### src/verilog/rcar_pkg.sv
// calendar and alarm register block: shared offsets, ranges and codings
// assumes an 8-bit i/o address space with the block decoded at its fixed offsets
package rcar_pkg;

  // ------------------------------------------------------------
  // register offsets on the i/o bus
  // ------------------------------------------------------------
  localparam logic [7:0] OFS_WEEKDAY = 8'he3;
  localparam logic [7:0] OFS_MONTH_DAY = 8'he4;
  localparam logic [7:0] OFS_PERIOD = 8'he5;
  localparam logic [7:0] OFS_YEAR = 8'he6;
  localparam logic [7:0] OFS_HUNDRED = 8'he7;
  localparam logic [7:0] OFS_ALM_SEC = 8'he8;
  localparam logic [7:0] OFS_ALM_MIN = 8'he9;
  localparam logic [7:0] OFS_ALM_HOUR = 8'hea;

  // ------------------------------------------------------------
  // field layout and bus answers
  // ------------------------------------------------------------
  localparam int WEEKDAY_W = 4;
  localparam logic [3:0] RESERVED_NIBBLE = 4'h0;
  localparam logic [7:0] UNMAPPED_READ = 8'h00;
  localparam logic [7:0] MATCH_RESET = 8'h00;

  // ------------------------------------------------------------
  // legal ranges, in binary; bcd forms come from rcar_to_bcd
  // ------------------------------------------------------------
  localparam logic [7:0] WEEKDAY_LO = 8'h01;
  localparam logic [7:0] WEEKDAY_HI = 8'h07;
  localparam logic [7:0] MONTH_DAY_LO = 8'h01;
  localparam logic [7:0] MONTH_DAY_HI = 8'h1f;
  localparam logic [7:0] PERIOD_LO = 8'h01;
  localparam logic [7:0] PERIOD_HI = 8'h0c;
  localparam logic [7:0] YEAR_LO = 8'h00;
  localparam logic [7:0] YEAR_HI = 8'h63;
  localparam logic [3:0] BCD_ONES_MAX = 4'h9;

  // alarm enable bit positions
  localparam int EN_SEC = 0;
  localparam int EN_MIN = 1;
  localparam int EN_HOUR = 2;
  localparam int EN_WEEKDAY = 3;

  // binary value below 100 to packed bcd, tens in the upper nibble
  function automatic logic [7:0] rcar_to_bcd(input logic [7:0] bin);
    logic [7:0] tens;
    logic [7:0] ones;
    tens = bin / 8'd10;
    ones = bin % 8'd10;
    return {tens[3:0], ones[3:0]};
  endfunction

endpackage

### src/verilog/rcar_step.sv
// one calendar digit pair: next value and wrap flag for a count in either coding
// assumes the current value is in range; values above the top wrap, values below the bottom simply count on
`timescale 1ns/1ps
`default_nettype none
module rcar_step import rcar_pkg::*; #(
  parameter logic [7:0] LO_BIN = 8'h00,
  parameter logic [7:0] HI_BIN = 8'h63
) (
  input wire logic [7:0] cur_in,
  input wire logic bcd_in,
  output logic [7:0] nxt_out,
  output logic wrap_out
);

  logic [7:0] lo_c;
  logic [7:0] hi_c;
  logic [3:0] tens_up;

  // ------------------------------------------------------------
  // range limits in the active coding
  // ------------------------------------------------------------
  assign lo_c = bcd_in ? rcar_to_bcd(LO_BIN) : LO_BIN;
  assign hi_c = bcd_in ? rcar_to_bcd(HI_BIN) : HI_BIN;
  assign tens_up = cur_in[7:4] + 4'h1;
  // a stray value above the top also wraps, so a bad write cannot run away
  assign wrap_out = (cur_in >= hi_c);

  // bcd carries ones into tens at nine; binary just adds one
  always_comb begin
    if (wrap_out) begin
      nxt_out = lo_c;
    end else if (bcd_in && (cur_in[3:0] >= BCD_ONES_MAX)) begin
      nxt_out = {tens_up, 4'h0};
    end else begin
      nxt_out = cur_in + 8'h01;
    end
  end

endmodule
`default_nettype wire

### src/verilog/rcar_match.sv
// alarm comparator: set-points against current counts, masked by enables
// assumes both sides are held in the same coding
`timescale 1ns/1ps
`default_nettype none
module rcar_match import rcar_pkg::*; (
  input wire logic [3:0] enable_in,
  input wire logic [7:0] sec_now_in,
  input wire logic [7:0] sec_set_in,
  input wire logic [7:0] min_now_in,
  input wire logic [7:0] min_set_in,
  input wire logic [7:0] hour_now_in,
  input wire logic [7:0] hour_set_in,
  input wire logic [3:0] weekday_now_in,
  input wire logic [3:0] weekday_set_in,
  output logic hit_out
);

  logic [3:0] equal;

  // ------------------------------------------------------------
  // a disabled field always agrees; nothing enabled means no alarm
  // ------------------------------------------------------------
  assign equal[EN_SEC] = (sec_now_in == sec_set_in) || !enable_in[EN_SEC];
  assign equal[EN_MIN] = (min_now_in == min_set_in) || !enable_in[EN_MIN];
  assign equal[EN_HOUR] = (hour_now_in == hour_set_in) || !enable_in[EN_HOUR];
  assign equal[EN_WEEKDAY] = (weekday_now_in == weekday_set_in) || !enable_in[EN_WEEKDAY];
  assign hit_out = (&equal) && (|enable_in);

endmodule
`default_nettype wire

### src/verilog/rcar_top.sv
// calendar counts and alarm set-points of the real-time clock, on the i/o bus
// assumes time-of-day counters, control bits and alarm enables live outside
// and share clk_in; their ticks are one-cycle pulses on that clock
//
// Summary of operation
// - weekday in low nibble, upper reads zero
// - weekday, day, month count from one
// - reset leaves counts and set-points alone
// - counts writable only while unlocked
// - binary or packed bcd per coding bit
// - month day 1..31, tens 0..3
// - month 1..12, tens 0..1
// - year 0..99, both digits decimal
// - century 0..99, both digits decimal
// - alarm seconds 0..59; code stores any written byte
// - alarm minutes 0..59; code stores any written byte
// - alarm hours 0..23; code stores any written byte
// - alarm set-points writable at any time
// - unlocked calendar stops counting
// - alarm only when all enabled fields match
// - compare on each one-second increment
`timescale 1ns/1ps
`default_nettype none
module rcar_top import rcar_pkg::*; (
  input wire logic clk_in,
  input wire logic nrst_in,
  input wire logic [7:0] io_addr_in,
  input wire logic [7:0] io_wdata_in,
  input wire logic io_wr_in,
  input wire logic io_rd_in,
  output logic [7:0] io_rdata_out,
  input wire logic count_unlock_in,
  input wire logic bcd_mode_in,
  input wire logic day_roll_in,
  input wire logic second_tick_in,
  input wire logic force_compare_in,
  input wire logic [3:0] alarm_enable_in,
  input wire logic [7:0] cur_second_in,
  input wire logic [7:0] cur_minute_in,
  input wire logic [7:0] cur_hour_in,
  input wire logic [3:0] alarm_weekday_in,
  output logic alarm_match_out
);

  // ------------------------------------------------------------
  // storage: deliberately no reset on any of these
  // ------------------------------------------------------------
  logic [WEEKDAY_W-1:0] weekday_count;
  logic [7:0] day_of_month_count;
  logic [7:0] period_of_year_count;
  logic [7:0] year_count;
  logic [7:0] hundred_year_count;
  logic [7:0] alarm_second_value;
  logic [7:0] alarm_minute_value;
  logic [7:0] alarm_hour_value;

  logic [7:0] next_weekday;
  logic [7:0] next_month_day;
  logic [7:0] next_period;
  logic [7:0] next_year;
  logic [7:0] next_hundred;
  logic wrap_month_day;
  logic wrap_period;
  logic wrap_year;
  logic advance;
  logic count_wr;
  logic alarm_hit;
  logic [7:0] next_rdata;

  // ------------------------------------------------------------
  // counting and write enables
  // ------------------------------------------------------------
  // unlocked freezes calendar
  assign advance = day_roll_in && !count_unlock_in;
  assign count_wr = io_wr_in && count_unlock_in;

  // ------------------------------------------------------------
  // one step unit per count; the carries chain the cascade
  // ------------------------------------------------------------
  // weekday starts at one
  rcar_step #(
    .LO_BIN(WEEKDAY_LO),
    .HI_BIN(WEEKDAY_HI)
  ) u_weekday (
    .cur_in({RESERVED_NIBBLE, weekday_count}),
    .bcd_in(bcd_mode_in),
    .nxt_out(next_weekday),
    .wrap_out()
  );

  rcar_step #(
    .LO_BIN(MONTH_DAY_LO),
    .HI_BIN(MONTH_DAY_HI)
  ) u_month_day (
    .cur_in(day_of_month_count),
    .bcd_in(bcd_mode_in),
    .nxt_out(next_month_day),
    .wrap_out(wrap_month_day)
  );

  rcar_step #(
    .LO_BIN(PERIOD_LO),
    .HI_BIN(PERIOD_HI)
  ) u_period (
    .cur_in(period_of_year_count),
    .bcd_in(bcd_mode_in),
    .nxt_out(next_period),
    .wrap_out(wrap_period)
  );

  rcar_step #(
    .LO_BIN(YEAR_LO),
    .HI_BIN(YEAR_HI)
  ) u_year (
    .cur_in(year_count),
    .bcd_in(bcd_mode_in),
    .nxt_out(next_year),
    .wrap_out(wrap_year)
  );

  rcar_step #(
    .LO_BIN(YEAR_LO),
    .HI_BIN(YEAR_HI)
  ) u_hundred (
    .cur_in(hundred_year_count),
    .bcd_in(bcd_mode_in),
    .nxt_out(next_hundred),
    .wrap_out()
  );

  // ------------------------------------------------------------
  // calendar counts; write and advance never meet since one needs
  // the unlock and the other needs it clear
  // ------------------------------------------------------------
  // no reset on counts
  always_ff @(posedge clk_in) begin
    if (count_wr && (io_addr_in == OFS_WEEKDAY)) begin
      weekday_count <= io_wdata_in[WEEKDAY_W-1:0];
    end else if (advance) begin
      weekday_count <= next_weekday[WEEKDAY_W-1:0];
    end
  end

  always_ff @(posedge clk_in) begin
    if (count_wr && (io_addr_in == OFS_MONTH_DAY)) begin
      day_of_month_count <= io_wdata_in;
    end else if (advance) begin
      day_of_month_count <= next_month_day;
    end
  end

  // month steps on day wrap
  always_ff @(posedge clk_in) begin
    if (count_wr && (io_addr_in == OFS_PERIOD)) begin
      period_of_year_count <= io_wdata_in;
    end else if (advance && wrap_month_day) begin
      period_of_year_count <= next_period;
    end
  end

  // year steps on month wrap
  always_ff @(posedge clk_in) begin
    if (count_wr && (io_addr_in == OFS_YEAR)) begin
      year_count <= io_wdata_in;
    end else if (advance && wrap_month_day && wrap_period) begin
      year_count <= next_year;
    end
  end

  // century steps on year wrap
  always_ff @(posedge clk_in) begin
    if (count_wr && (io_addr_in == OFS_HUNDRED)) begin
      hundred_year_count <= io_wdata_in;
    end else if (advance && wrap_month_day && wrap_period && wrap_year) begin
      hundred_year_count <= next_hundred;
    end
  end

  // ------------------------------------------------------------
  // alarm set-points; ranges are the writer's concern
  // ------------------------------------------------------------
  // alarm writes always taken
  always_ff @(posedge clk_in) begin
    if (io_wr_in && (io_addr_in == OFS_ALM_SEC)) begin
      alarm_second_value <= io_wdata_in;
    end
    if (io_wr_in && (io_addr_in == OFS_ALM_MIN)) begin
      alarm_minute_value <= io_wdata_in;
    end
    if (io_wr_in && (io_addr_in == OFS_ALM_HOUR)) begin
      alarm_hour_value <= io_wdata_in;
    end
  end

  // ------------------------------------------------------------
  // read path: registered, answer one edge after the strobe
  // ------------------------------------------------------------
  // values read in stored coding
  always_comb begin
    unique case (io_addr_in)
      OFS_WEEKDAY: next_rdata = {RESERVED_NIBBLE, weekday_count};
      OFS_MONTH_DAY: next_rdata = day_of_month_count;
      OFS_PERIOD: next_rdata = period_of_year_count;
      OFS_YEAR: next_rdata = year_count;
      OFS_HUNDRED: next_rdata = hundred_year_count;
      OFS_ALM_SEC: next_rdata = alarm_second_value;
      OFS_ALM_MIN: next_rdata = alarm_minute_value;
      OFS_ALM_HOUR: next_rdata = alarm_hour_value;
      default: next_rdata = UNMAPPED_READ;
    endcase
  end

  // data holds between reads so a slow reader sees a steady value
  always_ff @(posedge clk_in or negedge nrst_in) begin
    if (!nrst_in) begin
      io_rdata_out <= UNMAPPED_READ;
    end else if (io_rd_in) begin
      io_rdata_out <= next_rdata;
    end
  end

  // ------------------------------------------------------------
  // alarm compare
  // ------------------------------------------------------------
  // all enabled fields
  rcar_match u_match (
    .enable_in(alarm_enable_in),
    .sec_now_in(cur_second_in),
    .sec_set_in(alarm_second_value),
    .min_now_in(cur_minute_in),
    .min_set_in(alarm_minute_value),
    .hour_now_in(cur_hour_in),
    .hour_set_in(alarm_hour_value),
    .weekday_now_in(weekday_count),
    .weekday_set_in(alarm_weekday_in),
    .hit_out(alarm_hit)
  );

  // compare per second
  // a forced compare covers the relock case, where no tick may follow soon
  always_ff @(posedge clk_in or negedge nrst_in) begin
    if (!nrst_in) begin
      alarm_match_out <= MATCH_RESET[0];
    end else begin
      alarm_match_out <= (second_tick_in || force_compare_in) && alarm_hit;
    end
  end

  // ------------------------------------------------------------
  // checks
  // ------------------------------------------------------------
  a_weekday_upper_zero: assert property (
    @(posedge clk_in) disable iff (!nrst_in)
    io_rd_in && (io_addr_in == OFS_WEEKDAY) |=> io_rdata_out[7:4] == 4'h0
  ) else $error("weekday upper nibble not zero");

  a_read_month_value: assert property (
    @(posedge clk_in) disable iff (!nrst_in)
    io_rd_in && (io_addr_in == OFS_PERIOD) |=> io_rdata_out == $past(period_of_year_count)
  ) else $error("month read returned wrong value");

  a_locked_write_dropped: assert property (
    @(posedge clk_in) disable iff (!nrst_in)
    io_wr_in && !count_unlock_in && (io_addr_in == OFS_MONTH_DAY) && !day_roll_in
    |=> $stable(day_of_month_count)
  ) else $error("locked write changed day count");

  a_unlocked_write_kept: assert property (
    @(posedge clk_in) disable iff (!nrst_in)
    io_wr_in && count_unlock_in && (io_addr_in == OFS_YEAR)
    |=> year_count == $past(io_wdata_in)
  ) else $error("unlocked write not stored");

  a_alarm_write_always: assert property (
    @(posedge clk_in) disable iff (!nrst_in)
    io_wr_in && !count_unlock_in && (io_addr_in == OFS_ALM_HOUR)
    |=> alarm_hour_value == $past(io_wdata_in)
  ) else $error("alarm write lost while locked");

  a_unlocked_frozen: assert property (
    @(posedge clk_in) disable iff (!nrst_in)
    count_unlock_in && day_roll_in && !io_wr_in |=> $stable(day_of_month_count)
  ) else $error("calendar advanced while unlocked");

  a_weekday_wraps_one: assert property (
    @(posedge clk_in) disable iff (!nrst_in)
    advance && (weekday_count == 4'h7) |=> weekday_count == 4'h1
  ) else $error("weekday did not wrap to one");

  a_bcd_digit_carry: assert property (
    @(posedge clk_in) disable iff (!nrst_in)
    advance && bcd_mode_in && (day_of_month_count == 8'h19) |=> day_of_month_count == 8'h20
  ) else $error("bcd day did not carry");

  a_month_from_one: assert property (
    @(posedge clk_in) disable iff (!nrst_in)
    advance && !bcd_mode_in && (day_of_month_count == 8'h1f) && (period_of_year_count == 8'h0c)
    |=> (day_of_month_count == 8'h01) && (period_of_year_count == 8'h01)
  ) else $error("day or month did not restart at one");

  a_match_seconds_only: assert property (
    @(posedge clk_in) disable iff (!nrst_in)
    second_tick_in && (alarm_enable_in == 4'h1) && (cur_second_in == alarm_second_value)
    |=> alarm_match_out
  ) else $error("seconds match did not raise alarm");

  a_match_needs_fields: assert property (
    @(posedge clk_in) disable iff (!nrst_in)
    alarm_match_out |-> (!$past(alarm_enable_in[EN_HOUR])
      || ($past(cur_hour_in) == $past(alarm_hour_value)))
  ) else $error("alarm raised on hour mismatch");

  a_match_on_tick: assert property (
    @(posedge clk_in) disable iff (!nrst_in)
    !second_tick_in && !force_compare_in |=> !alarm_match_out
  ) else $error("alarm raised without compare");

  a_bcd_year_wrap: assert property (
    @(posedge clk_in) disable iff (!nrst_in)
    advance && bcd_mode_in && (day_of_month_count == 8'h31) && (period_of_year_count == 8'h12)
    && (year_count == 8'h99) |=> year_count == 8'h00
  ) else $error("bcd year did not wrap to zero");

  a_unlocked_weekday_hold: assert property (
    @(posedge clk_in) disable iff (!nrst_in)
    count_unlock_in && day_roll_in && !io_wr_in
    |=> $stable(weekday_count)
  ) else $error("weekday advanced while unlocked");

  a_alarm_sec_always: assert property (
    @(posedge clk_in) disable iff (!nrst_in)
    io_wr_in && !count_unlock_in && (io_addr_in == OFS_ALM_SEC)
    |=> alarm_second_value == $past(io_wdata_in)
  ) else $error("alarm seconds write lost while locked");

endmodule
`default_nettype wire

### config.mk
export PLATFORM = sky130hd
export DESIGN_NAME = rcar_top
export DESIGN_NICKNAME = d
export VERILOG_FILES = /design/src/verilog/rcar_pkg.sv /design/src/verilog/rcar_step.sv /design/src/verilog/rcar_match.sv /design/src/verilog/rcar_top.sv
export SDC_FILE = /design/constraint.sdc
export NUM_CORES = 1
export LEC_CHECK = 0
export ABC_AREA = 1
export BUFFER_PORTS_ARGS = -buffer_cell sky130_fd_sc_hd__buf_2
export CORE_MARGIN = 1
export CORE_UTILIZATION = 53
export CTS_CLUSTER_DIAMETER = 40
export DETAILED_ROUTE_END_ITERATION = 16
export GPL_TIMING_DRIVEN = 0
export PLACE_DENSITY = 0.77
export SLEW_MARGIN = 20
export SYNTH_ARGS = -nofsm -noshare
export SYNTH_HDL_FRONTEND = slang
export SYNTH_SLANG_ARGS = --single-unit
### constraint.sdc
create_clock -name clk_in -period 2.2 [get_ports clk_in]
set_input_delay 0.11 -clock clk_in [delete_from_list [all_inputs] [get_ports clk_in]]
set_output_delay 0.11 -clock clk_in [all_outputs]
set_load 0.02 [all_outputs]
* After elaboration in Yosys (flattened, before gate mapping)
Cells that the tools add are included.
** Word-level totals
- Register bits after elaboration :: 69
- Bits of input ports :: 57
- Output and inout bits :: 9
- Logic and storage cells :: 102
** Cells by class
- $add $sub $neg :: 9
- Order comparisons :: 10
- Eq/ne operators :: 12
- Multiplexer cells :: 24
- Reduce and logical (&&, ||, !) cells :: 37
** Operator list (count)
- $mux W8 :: 17
- $eq A8 B8 Y1 const B :: 8
- $pmux W8 S8 :: 1
- $add A8 B1 Y8 const B :: 4
- $ge A8 B8 Y1 :: 4
- $eq A8 B8 Y1 :: 3
- $add A4 B1 Y4 const B :: 5
- $ge A4 B4 Y1 const B :: 5
- $logic_and A1 B1 Y1 :: 20
- $mux W4 :: 4
- $reduce_bool A2 Y1 :: 5
- $mux W6 :: 1
- $logic_not A1 Y1 :: 5
- $logic_or A1 B1 Y1 :: 5
- $mux W5 :: 1
- $eq A4 B4 Y1 :: 1
- $ge A4 B3 Y1 const B :: 1
- $reduce_and A4 Y1 :: 1
- $reduce_or A4 Y1 :: 1

* Depth between registers and ports, before layout
- Depth in word-level cells :: 7
- Mapped depth :: 11

* Hierarchy
A second synthesis with hierarchy kept.
** Second synthesis, totals
- Cell total of the unflattened synthesis :: 866
- Area total of the unflattened synthesis :: 6039.5 um^2
** Modules (own cells, without submodules)
- rcar_top :: instances 1, cells an instance 380, area an instance 3428.3 um^2, seq. area each 2026.9 um^2
- rcar_step (u_hundred ...) :: instances 2, cells an instance 92, area an instance 509.2 um^2, seq. area each 0.0 um^2
- rcar_match :: instances 1, cells an instance 107, area an instance 485.5 um^2, seq. area each 0.0 um^2
- rcar_step (u_period) :: instances 1, cells an instance 68, area an instance 391.6 um^2, seq. area each 0.0 um^2
- rcar_step (u_month_day) :: instances 1, cells an instance 64, area an instance 372.9 um^2, seq. area each 0.0 um^2
- rcar_step (u_weekday) :: instances 1, cells an instance 63, area an instance 342.8 um^2, seq. area each 0.0 um^2

* Worst setup path before layout
OpenSTA, ideal clock, no wires.
- Kind :: register to register
- Start :: register period_of_year_count[3]
- End :: register year_count[0] (enable)
- Data arrival time :: 1.859 ns
- Required time :: 1.816 ns
- Path slack :: -0.043 ns
- Stages on the path, launching flop included :: 8
- Cells stage by stage :: edfxtp_1 -> ha_1 -> nand2_1 -> o21ai_0 -> nand2_1 -> nand3_1 -> inv_1 -> o21ai_0
** Between the ends
- Longest elaborated chain between the ends :: 3
** Ends and longest elaborated chain
- from (decl) :: RTL line rcar_top.sv:50 : logic [7:0] period_of_year_count;
- from (signal assigned) :: RTL line rcar_top.sv:155 : period_of_year_count <= io_wdata_in;
- from (signal assigned) :: RTL line rcar_top.sv:157 : period_of_year_count <= next_period;
- $ge A8 B8 Y1 :: RTL line rcar_step.sv:26 : assign wrap_out = (cur_in >= hi_c);
- $logic_and A1 B1 Y1 :: RTL line rcar_top.sv:165 : end else if (advance && wrap_month_day && wrap_period) begin
- $reduce_bool A2 Y1 (no source line)
- to (signal assigned) :: RTL line rcar_top.sv:164 : year_count <= io_wdata_in;
- to (signal assigned) :: RTL line rcar_top.sv:166 : year_count <= next_year;
- to (decl) :: RTL line rcar_top.sv:51 : logic [7:0] year_count;
Every way passes these cells.
A chain may end at the register's enable or synchronous reset.

* Worst setup path in the final report
- Start :: register period_of_year_count[3]
- End :: register year_count[2] (enable)
The elaborated chain is that of the path after synthesis.

==> key figures <==
Outcome
  • Outcome: complete, no violations

Synth
  • Synthesized cell area: 0.005225 mm²
  • Total number of yosys warnings: 0
  • Yosys reg bits: 69
  • Sequential-to-total area share from yosys stat: 0.3879
  • Post-synthesis average cell area: 7.764 µm²
  • Syn nets: 768
  • Synth cell types: 33
  • Syn Inst Count: 673

Detailed routing
  • DR pass1 iterations: 5
  • Vias per cell: 5.482
  • Avg WL per Cell: 15.57 µm
  • Drt first-iter violations: 352
  • DR WL met2: 6714 µm
  • WL met1: 5546 µm
  • Via count: 4,852
  • Detail Route Antenna Nets: 0
  • Top layer in use: met4
  • Routed WL: 13,780 µm
  • Residual DRC: 0
  • Met3 Routed Length: 1206 µm

STA
  • Max Slew Vio Count: 0
  • Final worst path period need: 2.090 ns
  • Slew headroom: 0.2425
  • Max Clock Freq: 478.6 MHz
  • Min Hold Slack: 0.01975 ns
  • Worst setup margin: 0.1104 ns
  • Layout Skew: 0.01833 ns
  • Setup-failing EPs final: 0
  • Final hold violations: 0
  • Worst slew pin tran: 1.124 ns
  • Period utilisation layout: 0.9498
  • Unrepaired setup endpoints after global routing: false
  • Fin Setup TNS: 0 ns

GRT
  • Initial antenna violation count: 0
  • Number of global-route vias before repair: 4,623
  • Grt ovf: 0
  • GRT Util Overall: 0.2832
  • Largest net degree at the start of global routing: 18
  • First-pass GRT wire length: 21,920 µm

Job
  • Max cap viols: 0

Setup path
  • CP Max Fanout: 8
  • Startpoint Class: register
  • Crit end category: register
  • Worst EP required: 2.26 ns
  • Worst setup path class: reg -> reg
  • CP arrival: 2.15 ns

Clocking
  • TritonCTS Buffers: 9
  • Clock root buffer: clkbuf_8
  • Clk slew on worst S/H paths: 0.07 ns
  • Skew-Pair Late Insertion Delay: 0.36 ns
  • CTS tree: yes
  • Clk buf depth: 2
  • Num Clock Sinks: 69
  • H-Tree Level Count: 3

Final layout
  • Layout cells sized above 1: 0.1614
  • Layout Nets: 846
  • Most common cell after layout, fill and taps aside: nand2_1
  • Most frequent cells in the layout: nand2_1 (229), nand3_1 (86), nor2_1 (66), buf_2 (65), inv_1 (63)
  • Fin cells: 885
  • Diode count: 0
  • Cell area after layout: 0.005968 mm²
  • Area delta synth->final: 14.22%
  • Core Util, Final: 0.6339

Power and ir drop
  • P_leak: 2.961 nW
  • Cell area power density: 494.2 mW/mm²
  • Total power: 2.949 mW
  • Max VDD drop: 0.4038 mV

Place
  • Gpl congestion: 0.8835
  • Area post-placement: 0.005733 mm²
  • IO Port Bufs: 64
  • Placement Setup Slack: -0.6088 ns
  • Final HPWL DP: 10,540 µm
  • # placed instances: 867

Die
  • # IOs: 66
  • Num rows: 35
  • Core area: 0.009415 mm²
  • Die W: 101.3 µm
  • Die area: 0.01026 mm²
  • Die Ht: 101.3 µm
  • Starting density of the core: 0.5550

Min path
  • HP Class: in -> reg
[Yosys cell counts]
master | count | area [µm²]
a21o_1 | 2 | 15.01
edfxtp_1 | 60 | 1802
o22ai_1 | 7 | 43.79
a31oi_1 | 1 | 6.260
buf_8 | 2 | 30.03
inv_1 | 63 | 236.5
nor4_1 | 3 | 18.77
nand2_2 | 2 | 12.51
a21oi_1 | 10 | 50.05
nand3_1 | 87 | 435.4
buf_2 | 1 | 5.000
nor3_1 | 2 | 10.01
a21oi_2 | 1 | 8.760
clkbuf_8 | 1 | 13.76
or2_2 | 4 | 25.02
inv_2 | 3 | 11.26
nand4_1 | 5 | 31.28
ha_1 | 38 | 475.5
dfrtp_1 | 9 | 225.2
nor2_1 | 66 | 247.7
nand3_2 | 2 | 20.02
nand2_1 | 230 | 863.3
o211ai_1 | 1 | 7.510
nor2_4 | 4 | 45.04
o21ai_0 | 17 | 85.08
nand3_4 | 4 | 70.07
xor2_1 | 6 | 52.55
nor2_8 | 1 | 20.02
nand3b_1 | 5 | 37.54
buf_6 | 4 | 45.04
nand2_4 | 2 | 22.52
nor2_2 | 4 | 25.02
xnor2_1 | 26 | 227.7
[cell families after synthesis]
logic type,Yosys count,share of synthesized area
AND/OR/NAND/NOR,421,0.3606
buffers and inverters,74,0.06537
flip-flops,69,0.3879
AO/OA/AOI/OAI,39,0.04143
adder cells (fa/ha/maj),38,0.09100
XOR/XNOR,32,0.05364
[path summary, 6_finish.rpt]
path,startpoint,endpoint,slack (ns),cells after the start
worst max register to register,period_of_year_count[3]$_DFFE_PP_,year_count[2]$_DFFE_PP_,0.11,8
worst min-delay path,alarm_enable_in[0],alarm_match_out$_DFF_PN0_,0.02,4
max in group asynchronous,nrst_in,io_rdata_out[2]$_DFFE_PN0P_,1.88,2
min in group asynchronous,nrst_in,io_rdata_out[5]$_DFFE_PN0P_,0.14,2
worst max-delay path,period_of_year_count[3]$_DFFE_PP_,year_count[2]$_DFFE_PP_,0.11,8
worst min register to register,io_rdata_out[3]$_DFFE_PN0P_,io_rdata_out[3]$_DFFE_PN0P_,0.48,2
[layer usage]
metal | track usage | vias up
li1 | - | 2364
met1 | 0.3521 | 2235
met2 | 0.4997 | 225
met3 | 0.04762 | 28
met4 | 0.09476 | 0
met5 | 0 | -
[sequential cells by signal, indices dropped and copies added (netlist names)]
name,count
alarm_hour_value,8
alarm_minute_value,8
alarm_second_value,8
day_of_month_count,8
hundred_year_count,8
io_rdata_out,8
period_of_year_count,8
year_count,8
weekday_count,4
alarm_match_out,1
[worst max-delay path, cell delays in order (launching register included)]
cell	delay, ns
edfxtp_1	0.51
ha_1	0.35
nand2_1	0.07
o21ai_0	0.16
nand2_1	0.09
nand3_2	0.15
inv_1	0.15
o21ai_4	0.19
buf_12	0.14
[power breakdown]
part	total, mW	internal (mW)	leakage [nW]	switching [mW]
Clock	0.982	0.478	0.0909	0.504
Sequential	1.51	1.46	0.677	0.0436
Combinational	0.460	0.172	2.19	0.288
Total	2.95	2.11	2.96	0.835
[what timing repair did]
item                                   in CTS  in global routing
gates cloned                                0                  0
setup endpoints to repair                  13                 16
endpoints found under the hold margin       9                  0
buffers inserted                            1                  0
gates resized for setup                     3                  1
pin swaps                                   1                  0
hold buffers                                1                  0
[area by class of cell]
type                       count  area (µm²)
clock buffer                  11       152.6
fill                         817        3447
inverter                      66       247.7
multi-input combinational    530        2894
tap                          129       161.4
clock inverter                 5       33.78
timing repair buffer          67       357.8
buffer                         8       93.84
sequential                    69        2027
Power figures use the tool's default switching activity.
